**src/hw/hsfoc_pkg.sv**
```systemverilog
// constants, register map and types for the stage, fan and occupancy controller
package hsfoc_pkg;
  // ---------------------------------------------------------------
  // time base
  // ---------------------------------------------------------------
  localparam int CLK_PERIOD_NS = 8;
  localparam int SEC_NS = 1_000_000_000;
  localparam int SEC_CYCLES_DFLT = SEC_NS / CLK_PERIOD_NS;
  localparam int SEC_PER_MIN = 60;
  localparam int MIN_PER_HOUR = 60;
  localparam int FAN_OFF_MIN = 2;
  localparam int FAN_OFF_SEC = FAN_OFF_MIN * SEC_PER_MIN;
  localparam int MENU_HOLD_SEC = 5;
  localparam int MENU_IDLE_SEC = 10;
  localparam logic [3:0] MENU_LAST_ITEM = 4'hf;
  // ---------------------------------------------------------------
  // register byte addresses
  // ---------------------------------------------------------------
  localparam logic [7:0] ADDR_CFG = 8'h00;
  localparam logic [7:0] ADDR_CYCLE = 8'h04;
  localparam logic [7:0] ADDR_LIMIT = 8'h08;
  localparam logic [7:0] ADDR_SP_OCC = 8'h0c;
  localparam logic [7:0] ADDR_SP_UNOCC = 8'h10;
  localparam logic [7:0] ADDR_ASSIGN = 8'h14;
  localparam logic [7:0] ADDR_OCC = 8'h18;
  localparam logic [7:0] ADDR_STATUS = 8'h1c;
  localparam logic [7:0] ADDR_TEMP = 8'h20;
  // ---------------------------------------------------------------
  // field positions
  // ---------------------------------------------------------------
  localparam int CFG_FAN_HEAT_BIT = 0;
  localparam int CFG_LOW_FAN_LSB = 1;
  localparam int CFG_FAN_MODE_LSB = 3;
  localparam int CFG_HEAT_MODE_BIT = 5;
  localparam int HB_TOGGLE_BIT = 16;
  localparam int HB_PERIOD_LSB = 24;
  localparam int LOCK_LSB = 8;
  localparam int LOCK_CONTACT_OFF_BIT = 6;
  localparam int LOCK_SET_BTN_BIT = 7;
  // ---------------------------------------------------------------
  // encodings and reset values
  // ---------------------------------------------------------------
  localparam logic [1:0] FAN_SPEED_STOP = 2'h1;
  localparam logic [1:0] FAN_SPEED_LOW = 2'h2;
  localparam logic [1:0] FAN_MODE_AUTO = 2'h1;
  localparam logic [1:0] FAN_MODE_CONT = 2'h2;
  localparam logic [7:0] SHORT_CYCLE_RST = 8'h03;
  localparam logic [7:0] MAX_CYCLES_RST = 8'h06;
  localparam logic [7:0] SP_LOW_LIMIT_RST = 8'h12;
  localparam logic [7:0] SP_HIGH_LIMIT_RST = 8'h19;
  localparam logic [7:0] OCC_COOL_RST = 8'h18;
  localparam logic [7:0] OCC_HEAT_RST = 8'h15;
  localparam logic [7:0] UNOCC_COOL_RST = 8'h1c;
  localparam logic [7:0] UNOCC_HEAT_RST = 8'h0f;
  localparam logic [7:0] HB_PERIOD_RST = 8'h3c;
  localparam logic [7:0] LOCK_RST = 8'h00;
  typedef enum logic [1:0] {MENU_USER, MENU_SELECT, MENU_EDIT} hsfoc_menu_t;
endpackage : hsfoc_pkg

```
**src/hw/hsfoc_ctrl.sv**
```systemverilog
// stage protection, fan, occupancy, heartbeat and engineering menu controller with apb registers
//
// The address map and register access over APB are this design's own decisions.
`timescale 1ns/1ps
`default_nettype none
// Notes on behaviour
// - fan pin is driven in heating only while fan_in_heat_enable is 1 (default).
// - lowest speed stop: fan runs two more minutes after action, auto icon flashes.
// - lowest speed low: fan keeps running after a heating or cooling action.
// - fan mode defaults auto; continuous runs fan always; button toggles, bus write sets it.
// - each stage holds on and off for the short-cycle delay counted in minute ticks, so up to one minute less.
// - stage cycles per hour are counted; at maximum, new cycles wait for next hour.
// - pending icon shows while a stage change is held back.
// - short-cycle delay of zero disables minimum on and off timing.
// - cooling setpoint writes never go below the setpoint low limit.
// - heating setpoint writes never go above the setpoint high limit.
// - assigned temperature is used only while heartbeat toggles arrive in time.
// - missing heartbeat returns current temperature to the onboard sensor.
// - occupancy follows the energy saving contact by default.
// - network occupancy command counts only when lock setting disables the contact.
// - set button with up or down toggles occupancy; set confirms; last write wins.
// - locked set button: only network changes occupancy.
// - occupancy status reads 0 occupied, 1 unoccupied.
// - unoccupied selects unoccupied setpoints and icon; occupied selects occupied ones.
// - up and down held together five seconds enter the engineering menu.
// - menu up and down step items with wrap; mode opens the item.
// - edits store only on mode; ten idle seconds back out one level each.
// - mode on the end item leaves the menu at once.
module hsfoc_ctrl import hsfoc_pkg::*; #(
  parameter int SEC_CYCLES = SEC_CYCLES_DFLT
) (
  // clock and reset
  input wire logic pclk,
  input wire logic presetn,
  // apb slave
  input wire logic psel,
  input wire logic penable,
  input wire logic pwrite,
  input wire logic [7:0] paddr,
  input wire logic [31:0] pwdata,
  output logic [31:0] prdata,
  output logic pready,
  output logic pslverr,
  // plant side
  input wire logic stage_demand,
  input wire logic [15:0] sensor_temp,
  input wire logic energy_saving_contact,
  output logic stage_out,
  output logic fan_out,
  output logic fan_oe,
  // front panel
  input wire logic btn_up,
  input wire logic btn_down,
  input wire logic btn_mode,
  input wire logic btn_set,
  input wire logic btn_fan,
  output logic pending_icon,
  output logic auto_icon,
  output logic occupancy_status,
  output logic [7:0] active_cool_setpoint,
  output logic [7:0] active_heat_setpoint,
  output logic [15:0] current_temp,
  output logic menu_active,
  output logic menu_editing,
  output logic [3:0] menu_item,
  output logic [7:0] edit_value,
  output logic menu_commit
);
  // ---------------------------------------------------------------
  // time base and button edges
  // ---------------------------------------------------------------
  logic [31:0] sec_cnt, next_sec_cnt;
  logic [5:0] min_sec, next_min_sec;
  logic [5:0] hour_min, next_hour_min;
  logic sec_tick, min_tick, hour_tick, next_sec_tick, next_min_tick, next_hour_tick;
  logic [4:0] btn_prev, press;
  logic [4:0] btn_now;
  assign btn_now = {btn_fan, btn_set, btn_mode, btn_down, btn_up};
  assign press = btn_now & ~btn_prev;

  always_comb begin
    next_sec_tick = (sec_cnt == 32'(SEC_CYCLES - 1));
    next_sec_cnt = next_sec_tick ? 32'h0 : sec_cnt + 32'h1;
    next_min_tick = 1'b0;
    next_hour_tick = 1'b0;
    next_min_sec = min_sec;
    next_hour_min = hour_min;
    if (next_sec_tick) begin
      next_min_tick = (min_sec == 6'(SEC_PER_MIN - 1));
      next_min_sec = next_min_tick ? 6'h0 : min_sec + 6'h1;
      if (next_min_tick) begin
        next_hour_tick = (hour_min == 6'(MIN_PER_HOUR - 1));
        next_hour_min = next_hour_tick ? 6'h0 : hour_min + 6'h1;
      end
    end
  end

  always_ff @(posedge pclk or negedge presetn) begin
    if (!presetn) begin
      sec_cnt <= 32'h0;
      min_sec <= 6'h0;
      hour_min <= 6'h0;
      sec_tick <= 1'b0;
      min_tick <= 1'b0;
      hour_tick <= 1'b0;
      btn_prev <= 5'h1f;
    end else begin
      sec_cnt <= next_sec_cnt;
      min_sec <= next_min_sec;
      hour_min <= next_hour_min;
      sec_tick <= next_sec_tick;
      min_tick <= next_min_tick;
      hour_tick <= next_hour_tick;
      btn_prev <= btn_now;
    end
  end

  // ---------------------------------------------------------------
  // apb registers
  // ---------------------------------------------------------------
  logic fan_in_heat_enable, heat_mode, heartbeat_toggle;
  logic [1:0] lowest_fan_speed_sel, fan_mode_sel;
  logic [7:0] cool_short_cycle_delay, cool_max_cycles_hour, heat_short_cycle_delay, heat_max_cycles_hour;
  logic [7:0] setpoint_low_limit, setpoint_high_limit, occ_cool_setpoint, occ_heat_setpoint;
  logic [7:0] unocc_cool_setpoint, unocc_heat_setpoint, heartbeat_period, panel_lock_setting;
  logic [15:0] assigned_temperature;
  logic [31:0] regs_cfg, regs_cyc, regs_lim, regs_spo, regs_spu, regs_asg, regs_occ, regs_sts, regs_tmp;
  logic [31:0] next_regs_cfg, next_regs_cyc, next_regs_lim, next_regs_spo, next_regs_spu, next_regs_asg;
  logic [31:0] next_regs_occ, next_prdata;
  logic next_pready, next_pslverr, reg_wr, occ_edit, occ_pend, occ_manual, hb_valid, stage_on;
  logic [7:0] wr_cool, wr_heat;
  hsfoc_menu_t menu_state;

  assign reg_wr = psel & penable & pwrite & pready;
  assign {heat_mode, fan_mode_sel, lowest_fan_speed_sel, fan_in_heat_enable} = regs_cfg[5:0];
  assign {heat_max_cycles_hour, heat_short_cycle_delay, cool_max_cycles_hour, cool_short_cycle_delay} = regs_cyc;
  assign {setpoint_high_limit, setpoint_low_limit} = regs_lim[15:0];
  assign {occ_heat_setpoint, occ_cool_setpoint} = regs_spo[15:0];
  assign {unocc_heat_setpoint, unocc_cool_setpoint} = regs_spu[15:0];
  assign assigned_temperature = regs_asg[15:0];
  assign heartbeat_toggle = regs_asg[HB_TOGGLE_BIT];
  assign heartbeat_period = regs_asg[HB_PERIOD_LSB +: 8];
  assign panel_lock_setting = regs_occ[LOCK_LSB +: 8];
  assign regs_sts = {22'h0, menu_editing, menu_active, hb_valid, occ_edit, auto_icon, pending_icon,
                     fan_oe, fan_out, stage_out, occupancy_status};
  assign regs_tmp = {active_heat_setpoint, active_cool_setpoint, current_temp};

  always_comb begin
    wr_cool = (pwdata[7:0] < setpoint_low_limit) ? setpoint_low_limit : pwdata[7:0];
    wr_heat = (pwdata[15:8] > setpoint_high_limit) ? setpoint_high_limit : pwdata[15:8];
    next_regs_cfg = regs_cfg;
    next_regs_cyc = regs_cyc;
    next_regs_lim = regs_lim;
    next_regs_spo = regs_spo;
    next_regs_spu = regs_spu;
    next_regs_asg = regs_asg;
    next_regs_occ = regs_occ;
    // fan button toggle, a bus write in the same cycle is newer
    if (press[4] && menu_state == MENU_USER) begin
      next_regs_cfg[CFG_FAN_MODE_LSB +: 2] = (fan_mode_sel == FAN_MODE_AUTO) ? FAN_MODE_CONT : FAN_MODE_AUTO;
    end
    if (reg_wr) begin
      if (paddr == ADDR_CFG) begin
        next_regs_cfg = {26'h0, pwdata[5:0]};
      end else if (paddr == ADDR_CYCLE) begin
        next_regs_cyc = pwdata;
      end else if (paddr == ADDR_LIMIT) begin
        next_regs_lim = {16'h0, pwdata[15:0]};
      end else if (paddr == ADDR_SP_OCC) begin
        next_regs_spo = {16'h0, wr_heat, wr_cool};
      end else if (paddr == ADDR_SP_UNOCC) begin
        next_regs_spu = {16'h0, wr_heat, wr_cool};
      end else if (paddr == ADDR_ASSIGN) begin
        next_regs_asg = {pwdata[31:24], 7'h0, pwdata[16:0]};
      end else if (paddr == ADDR_OCC) begin
        next_regs_occ = {16'h0, pwdata[15:8], 8'h0};
      end
    end
    // read data is taken at setup so it stands through the single access cycle
    next_pready = psel & ~penable;
    next_pslverr = 1'b0;
    next_prdata = 32'h0;
    if (psel && !penable) begin
      if (paddr == ADDR_CFG) begin
        next_prdata = regs_cfg;
      end else if (paddr == ADDR_CYCLE) begin
        next_prdata = regs_cyc;
      end else if (paddr == ADDR_LIMIT) begin
        next_prdata = regs_lim;
      end else if (paddr == ADDR_SP_OCC) begin
        next_prdata = regs_spo;
      end else if (paddr == ADDR_SP_UNOCC) begin
        next_prdata = regs_spu;
      end else if (paddr == ADDR_ASSIGN) begin
        next_prdata = regs_asg;
      end else if (paddr == ADDR_OCC) begin
        next_prdata = {regs_occ[31:1], occ_manual};
      end else if (paddr == ADDR_STATUS && !pwrite) begin
        next_prdata = regs_sts;
      end else if (paddr == ADDR_TEMP && !pwrite) begin
        next_prdata = regs_tmp;
      end else begin
        next_pslverr = 1'b1;
      end
    end
  end

  always_ff @(posedge pclk or negedge presetn) begin
    if (!presetn) begin
      // fan heat enable 1, lowest speed stop, fan mode auto
      regs_cfg <= {26'h0, 1'b1, FAN_MODE_AUTO, FAN_SPEED_STOP, 1'b1};
      // short-cycle delays default to three minutes
      regs_cyc <= {MAX_CYCLES_RST, SHORT_CYCLE_RST, MAX_CYCLES_RST, SHORT_CYCLE_RST};
      regs_lim <= {16'h0, SP_HIGH_LIMIT_RST, SP_LOW_LIMIT_RST};
      regs_spo <= {16'h0, OCC_HEAT_RST, OCC_COOL_RST};
      regs_spu <= {16'h0, UNOCC_HEAT_RST, UNOCC_COOL_RST};
      regs_asg <= {HB_PERIOD_RST, 24'h0};
      regs_occ <= {16'h0, LOCK_RST, 8'h0};
      prdata <= 32'h0;
      pready <= 1'b0;
      pslverr <= 1'b0;
    end else begin
      regs_cfg <= next_regs_cfg;
      regs_cyc <= next_regs_cyc;
      regs_lim <= next_regs_lim;
      regs_spo <= next_regs_spo;
      regs_spu <= next_regs_spu;
      regs_asg <= next_regs_asg;
      regs_occ <= next_regs_occ;
      prdata <= next_prdata;
      pready <= next_pready;
      pslverr <= next_pslverr;
    end
  end

  // ---------------------------------------------------------------
  // stage protection and fan
  // ---------------------------------------------------------------
  logic [7:0] stage_min, next_stage_min, cyc_cnt, next_cyc_cnt, sc_dly, max_cyc;
  logic [6:0] fan_dly, next_fan_dly;
  logic next_stage_on, want, timer_ok, cyc_ok, go, fan_run, next_fan_run, flash, next_flash;
  logic next_pending, next_auto_icon, next_fan_oe;

  always_comb begin
    sc_dly = heat_mode ? heat_short_cycle_delay : cool_short_cycle_delay;
    max_cyc = heat_mode ? heat_max_cycles_hour : cool_max_cycles_hour;
    want = (stage_demand != stage_on);
    // minimum on and off time, zero skips it
    timer_ok = (sc_dly == 8'h0) || (stage_min >= sc_dly);
    // hourly cycle cap only blocks turning on
    cyc_ok = stage_on || (cyc_cnt < max_cyc);
    go = want && timer_ok && cyc_ok;
    next_stage_on = go ? stage_demand : stage_on;
    next_stage_min = stage_min;
    if (go) begin
      next_stage_min = 8'h0;
    end else if (min_tick && stage_min != 8'hff) begin
      next_stage_min = stage_min + 8'h1;
    end
    next_cyc_cnt = hour_tick ? 8'h0 : cyc_cnt;
    if (go && stage_demand && next_cyc_cnt != 8'hff) begin
      next_cyc_cnt = next_cyc_cnt + 8'h1;
    end
    next_pending = want && !(timer_ok && cyc_ok);
    next_fan_run = fan_run;
    next_fan_dly = fan_dly;
    next_flash = sec_tick ? ~flash : flash;
    if (fan_mode_sel == FAN_MODE_CONT || stage_on) begin
      // continuous mode runs the fan regardless of demand
      next_fan_run = 1'b1;
      next_fan_dly = 7'h0;
      // stage going off in auto with stop arms the delay
      if (fan_mode_sel != FAN_MODE_CONT && go && lowest_fan_speed_sel == FAN_SPEED_STOP) begin
        next_fan_dly = 7'(FAN_OFF_SEC);
      end
    end else if (fan_dly != 7'h0) begin
      // fan-off delay counts down on seconds
      if (sec_tick) begin
        next_fan_dly = fan_dly - 7'h1;
        next_fan_run = (fan_dly != 7'h1);
      end
    end else if (lowest_fan_speed_sel != FAN_SPEED_LOW) begin
      // only the low setting keeps the fan after an action
      next_fan_run = 1'b0;
    end
    // auto icon flashes during the delay
    next_auto_icon = (fan_mode_sel == FAN_MODE_AUTO) && ((next_fan_dly == 7'h0) || next_flash);
    // release the fan pin in heating when disabled
    next_fan_oe = !(heat_mode && !fan_in_heat_enable);
  end

  always_ff @(posedge pclk or negedge presetn) begin
    if (!presetn) begin
      stage_on <= 1'b0;
      stage_min <= 8'hff;
      cyc_cnt <= 8'h0;
      fan_run <= 1'b0;
      fan_dly <= 7'h0;
      flash <= 1'b0;
      stage_out <= 1'b0;
      fan_out <= 1'b0;
      fan_oe <= 1'b0;
      pending_icon <= 1'b0;
      auto_icon <= 1'b0;
    end else begin
      stage_on <= next_stage_on;
      stage_min <= next_stage_min;
      cyc_cnt <= next_cyc_cnt;
      fan_run <= next_fan_run;
      fan_dly <= next_fan_dly;
      flash <= next_flash;
      stage_out <= next_stage_on;
      fan_out <= next_fan_run & next_fan_oe;
      fan_oe <= next_fan_oe;
      pending_icon <= next_pending;
      auto_icon <= next_auto_icon;
    end
  end

  // ---------------------------------------------------------------
  // occupancy and heartbeat
  // ---------------------------------------------------------------
  logic contact_off, set_locked, occ_now, next_occ_edit, next_occ_pend, next_occ_manual, next_hb_valid;
  logic [7:0] hb_left, next_hb_left;

  always_comb begin
    contact_off = panel_lock_setting[LOCK_CONTACT_OFF_BIT];
    set_locked = panel_lock_setting[LOCK_SET_BTN_BIT];
    next_occ_edit = occ_edit;
    next_occ_pend = occ_pend;
    next_occ_manual = occ_manual;
    if (!contact_off || set_locked || menu_state != MENU_USER) begin
      // panel edits are dropped while the set button is locked
      next_occ_edit = 1'b0;
    end else if (occ_edit) begin
      // up or down toggles, set or mode confirms
      if (press[0] || press[1]) begin
        next_occ_pend = ~occ_pend;
      end
      if (press[3] || press[2]) begin
        next_occ_manual = occ_pend;
        next_occ_edit = 1'b0;
      end
    end else if (press[3]) begin
      next_occ_edit = 1'b1;
      next_occ_pend = occ_manual;
    end
    if (reg_wr && paddr == ADDR_OCC) begin
      next_occ_manual = pwdata[0];
    end
    // contact unless the lock setting disables it
    occ_now = contact_off ? occ_manual : energy_saving_contact;
    // a changed heartbeat bit restarts the window
    next_hb_valid = hb_valid;
    next_hb_left = hb_left;
    if (reg_wr && paddr == ADDR_ASSIGN && pwdata[HB_TOGGLE_BIT] != heartbeat_toggle) begin
      next_hb_valid = (pwdata[HB_PERIOD_LSB +: 8] != 8'h0);
      next_hb_left = pwdata[HB_PERIOD_LSB +: 8];
    end else if (sec_tick && hb_left != 8'h0) begin
      next_hb_left = hb_left - 8'h1;
      // window expired, back to the sensor
      next_hb_valid = (hb_left != 8'h1);
    end
  end

  always_ff @(posedge pclk or negedge presetn) begin
    if (!presetn) begin
      occ_edit <= 1'b0;
      occ_pend <= 1'b0;
      occ_manual <= 1'b0;
      hb_valid <= 1'b0;
      hb_left <= 8'h0;
      occupancy_status <= 1'b0;
      active_cool_setpoint <= OCC_COOL_RST;
      active_heat_setpoint <= OCC_HEAT_RST;
      current_temp <= 16'h0;
    end else begin
      occ_edit <= next_occ_edit;
      occ_pend <= next_occ_pend;
      occ_manual <= next_occ_manual;
      hb_valid <= next_hb_valid;
      hb_left <= next_hb_left;
      occupancy_status <= occ_now;
      active_cool_setpoint <= occ_now ? unocc_cool_setpoint : occ_cool_setpoint;
      active_heat_setpoint <= occ_now ? unocc_heat_setpoint : occ_heat_setpoint;
      // assigned value only while the heartbeat is alive
      current_temp <= next_hb_valid ? next_regs_asg[15:0] : sensor_temp;
    end
  end

  // ---------------------------------------------------------------
  // engineering menu
  // ---------------------------------------------------------------
  hsfoc_menu_t next_menu_state;
  logic [3:0] hold_cnt, next_hold_cnt, idle_cnt, next_idle_cnt, next_menu_item;
  logic [7:0] next_edit_value;
  logic next_menu_commit;

  always_comb begin
    next_menu_state = menu_state;
    next_menu_item = menu_item;
    next_edit_value = edit_value;
    next_menu_commit = 1'b0;
    next_hold_cnt = 4'h0;
    next_idle_cnt = idle_cnt;
    if (|press) begin
      next_idle_cnt = 4'h0;
    end else if (sec_tick && idle_cnt != 4'hf) begin
      next_idle_cnt = idle_cnt + 4'h1;
    end
    case (menu_state)
      MENU_USER: begin
        // ticks are counted while both are held; one extra tick covers the phase
        if (btn_up && btn_down) begin
          next_hold_cnt = sec_tick ? hold_cnt + 4'h1 : hold_cnt;
          if (hold_cnt > 4'(MENU_HOLD_SEC)) begin
            next_menu_state = MENU_SELECT;
            next_menu_item = 4'h0;
            next_idle_cnt = 4'h0;
          end
        end
      end
      MENU_SELECT: begin
        // stepping with wrap in both directions
        if (press[0]) begin
          next_menu_item = (menu_item == MENU_LAST_ITEM) ? 4'h0 : menu_item + 4'h1;
        end else if (press[1]) begin
          next_menu_item = (menu_item == 4'h0) ? MENU_LAST_ITEM : menu_item - 4'h1;
        end else if (press[2]) begin
          next_menu_state = (menu_item == MENU_LAST_ITEM) ? MENU_USER : MENU_EDIT;
          next_edit_value = 8'h0;
        end else if (idle_cnt >= 4'(MENU_IDLE_SEC)) begin
          // an idle period in item selection returns to user mode
          next_menu_state = MENU_USER;
        end
      end
      MENU_EDIT: begin
        if (press[0]) begin
          next_edit_value = edit_value + 8'h1;
        end else if (press[1]) begin
          next_edit_value = edit_value - 8'h1;
        end else if (press[2]) begin
          next_menu_commit = 1'b1;
          next_menu_state = MENU_SELECT;
        end else if (idle_cnt >= 4'(MENU_IDLE_SEC)) begin
          next_menu_state = MENU_SELECT;
          next_idle_cnt = 4'h0;
        end
      end
      default: begin
        next_menu_state = MENU_USER;
      end
    endcase
  end

  always_ff @(posedge pclk or negedge presetn) begin
    if (!presetn) begin
      menu_state <= MENU_USER;
      menu_item <= 4'h0;
      edit_value <= 8'h0;
      menu_commit <= 1'b0;
      hold_cnt <= 4'h0;
      idle_cnt <= 4'h0;
      menu_active <= 1'b0;
      menu_editing <= 1'b0;
    end else begin
      menu_state <= next_menu_state;
      menu_item <= next_menu_item;
      edit_value <= next_edit_value;
      menu_commit <= next_menu_commit;
      hold_cnt <= next_hold_cnt;
      idle_cnt <= next_idle_cnt;
      menu_active <= (next_menu_state != MENU_USER);
      menu_editing <= (next_menu_state == MENU_EDIT);
    end
  end
endmodule : hsfoc_ctrl
`default_nettype wire

```
**config.mk**
```make
export PLATFORM = sky130hd
export DESIGN_NAME = hsfoc_ctrl
export DESIGN_NICKNAME = d
export VERILOG_FILES = /design/src/hw/hsfoc_pkg.sv /design/src/hw/hsfoc_ctrl.sv
export SDC_FILE = /design/constraint.sdc
export NUM_CORES = 1
export LEC_CHECK = 0
export BUFFER_PORTS_ARGS = -buffer_cell sky130_fd_sc_hd__buf_2
export CORE_MARGIN = 5
export CORE_UTILIZATION = 37
export DETAILED_ROUTE_END_ITERATION = 10
export GPL_TIMING_DRIVEN = 0
export SYNTH_ARGS = -nofsm -noshare
export SYNTH_HDL_FRONTEND = slang
export SYNTH_SLANG_ARGS = --single-unit
```
**constraint.sdc**
```tcl
create_clock -name pclk -period 4.2 [get_ports pclk]
set_input_delay 0.63 -clock pclk [delete_from_list [all_inputs] [get_ports pclk]]
set_output_delay 0.63 -clock pclk [all_outputs]
set_load 0.02 [all_outputs]
```
==> flow_summary_export.csv <==
group,metric,value,unit
routing,wl_per_cell,20.69,um
final_layout,nNetsFinal,1736,
setup_path,crit_type,"register to register",
sta,max_freq,266.1,MHz
setup_path,r2r_slack,440,ps
synth,syn_area,15260,sq um
sta,finClkSkew,19.12,ps
setup_path,cp.arrival,4170,ps
sta,period_needed,3758,ps
clocking,post_cts_buffers,0,
routing,detailroute.via_count,11850,
final_layout,drive_gt1_share,27.21,%
clocking,numCtsBuffers,37,
die,dieArea,45400,sq um
sta,rsz0062_at_grt,"false",
synth,synth_top_family_by_area,"simple AND/OR/NAND/NOR gates",
routing,drtPass1Iterations,6,
flow_run,drv_cap,0,
synth,synth.top_cell.area_share,41.65,%
sta,setup_viol,0,
setup_path,reg2regPathDepth,9,
global_route,grt_usage,19.61,%
routing,drc,0,
setup_path,r2r_start,"regs_cfg[5]",
final_layout,syn_to_final_growth,18.79,%
status,status,"complete, no violations",
synth,ys_seq_elements,305,
clocking,cts_max_level,2,
power_and_ir_drop,ir_drop,0.0002212,V
synth,synth-simple-area-share,14.90,%
sta,period_share,89.47,%
synth,netlist-cell-type-count,77,
synth,synth_compound_area_share,10.80,%
final_layout,num-fill-cells,3840,
global_route,globalRoute.totalOverflow,0,
sta,drv_slew,0,
sta,worst_pin_slew,1202,ps
routing,wl,45.11,mm
global_route,grt_use_met3,4.143,%
global_route,grtUsageMet2,30.24,%
die,die_w,213.1,um
global_route,antenna_found_initial,9,
min_path,hold_class,"input port to async pin",
routing,antenna_left,0,
synth,synth-edff-count,0,
die,initial_core_util,37.37,%
die,ios,155,
clocking,cts_max_path_buffers,3,
clocking,cts_tree,"done",
synth,yosys-mux-area-fraction,13.33,%
place,port-buffer-count,154,
die,std_cell_rows,74,
clocking,cts_root_buf,"clkbuf_16",
routing,drt_iter0_drc,926,
setup_path,cp_max_fo,12,
place,globalplace.congestion,0.9294,
synth,synthCells,1420,
synth,synth-xor-area-share,3.501,%
synth,yosys.area.top_type,"dfrtp_1",
synth,syn-num-nets,1542,
clocking,cts.clk_slew.worst_paths,60,ps
sta,hold_viol,0,
synth,yosys_warnings,0,
die,die_y,213.1,um
routing,viasPerCell,5.437,
clocking,cts_sinks,305,
synth,synth_flop_cell,"dfrtp_1",
setup_path,cp-end-kind,"register",
global_route,grt_first_pass_wirelength,69.21,mm
die,core,40830,sq um
clocking,clkLatencyLatePin,540,ps
synth,yosysSeqAreaShare,50.43,%
synth,post_synth.cell_area_avg,10.75,sq um
synth,synth.most_common_cell,"dfrtp_1",
global_route,grt_pass1_vias,11820,
global_route,grt-busiest-layer,"met2",
place,dpl-instance-area,16760,sq um
synth,synthTopCellsByArea,"dfrtp_1, mux2_2, dfstp_2, ha_1, nor2_1",
setup_path,startpoint_type,"register",
sta,relSlewSlack,19.37,%
synth,synth_common_cells,"dfrtp_1, mux2_2, nor2_1, nand2_1, o21ai_0",
synth,synth_fa_ha_area_share,4.477,%
global_route,grt_max_degree,120,
place,place_hpwl,33.74,mm
power_and_ir_drop,power.density,420.3,nW/um^2
setup_path,worstPathRequired,4610,ps
synth,postSynth.asyncResetShare,100.0,%
final_layout,stdcell_area,18130,sq um
setup_path,reg2reg_to,"cyc_cnt[4]",
sta,timing.hold.ws,67.38,ps
power_and_ir_drop,p_leak,0.008216,uW
global_route,grt_use_met1,27.85,%
==> per-layer routing <==
metal | part of all wire (%) | up-vias
met1 | 46 | 5890
met4 | 2.8 | 8
met5 | 0.11 | -
li1 | - | 5505
met2 | 45 | 361
met3 | 6.4 | 88
==> how the worst max path moves through the flow <==
stage	startpoint	end	slack [ps]	cells after the start
floorplan	regs_cfg[5]	cyc_cnt[4]	760	10
global placement	presetn	min_sec[3]	-3350	1
detailed placement	regs_cfg[5]	cyc_cnt[4]	-400	10
CTS	regs_cfg[5]	cyc_cnt[4]	270	9
global route	regs_cfg[5]	cyc_cnt[4]	170	9
finish	regs_cfg[5]	cyc_cnt[4]	440	9
==> placed cells by master, fill, tap and decap left out, types with 18 or more instances in the layout <==
master	count
nor4_1	23
xor2_1	33
xnor2_1	28
nand4_1	18
nor2_1	129
mux2_2	140
nor2b_1	20
o21ai_0	82
nor3_1	24
inv_1	45
nand2_1	114
ha_1	53
clkbuf_1	39
buf_2	165
dfrtp_1	254
nand3_1	33
dfstp_2	51
clkbuf_16	39
a21oi_1	62
mux2i_1	42
==> critical path, stage by stage, from the launching register on <==
cell	delay (ps)
dfstp_2	770
clkbuf_2	410
mux2i_1	240
ha_1	250
a2111oi_0	430
nor4_1	150
nor3_2	440
clkbuf_1	490
nor4_1	150
mux2_2	300
==> sequential cells by signal (all words and copies together) (netlist names), 4 cells and up <==
register and count:
regs_cyc 32, current_temp 16, regs_cfg 6, regs_lim 16
stage_min 8, fan_dly 7, active_cool_setpoint 8, prdata 32
regs_asg 25, min_sec 6, sec_cnt 32, active_heat_setpoint 8
cyc_cnt 8, edit_value 8, regs_occ 8, hb_left 8
hold_cnt 4, btn_prev 5, regs_spu 16, regs_spo 16
menu_item 4, hour_min 6, idle_cnt 4
==> kinds of logic (layout without fill, tap and decap cells) <==
| kind of cell | count (synthesis) | after routing |
|---|---|---|
| DFF | 305 | 305 |
| muxes | 185 | 185 |
| and+or+nand+nor | 453 | 453 |
| xor gates and xnor gates | 61 | 61 |
| other | 0 | 5 |
| adders and majority gates | 54 | 54 |
| buffers and inverters | 100 | 323 |
| AOI/OAI and AO/OA | 262 | 262 |
==> power by group <==
part	internal, uW	switching [uW]
clock network	2200	1310
registers	3070	127
logic	339	573
total	5610	2010
==> repair_timing <==
item,CTS,global route
endpoints found under the setup margin,16,10
pin swaps,0,0
resized for setup,1,1
hold buffers,0,0
==> through the flow <==
step,util (%),cells,setup slack (ps),total power (uW),TNS (ps)
global route,44.38,2178,167.6,7936,0
finish,44.40,2180,442.2,7618,0
CTS,44.35,2175,265.9,7699,0
floorplan,-,1420,757.1,3792,0
detailed placement,41.05,2108,-396.0,4167,-4695
global placement,40.89,2106,-3348,4138,-916480
==> area by class of cell <==
class                           instances  area, sq um  area share [%]
Antenna cell                            5        12.51         0.06902
Buffer                                 53        215.2           1.187
Tap cell                              532        665.6           3.672
Clock inverter                         19        267.8           1.477
Timing Repair Buffer                  156        835.8           4.611
Multi-Input combinational cell       1015         7178           39.60
Sequential cell                       305         7696           42.46
Clock buffer                           49         1084           5.977
Inverter                               46        172.7          0.9525
(Power assumes the default switching activity.)
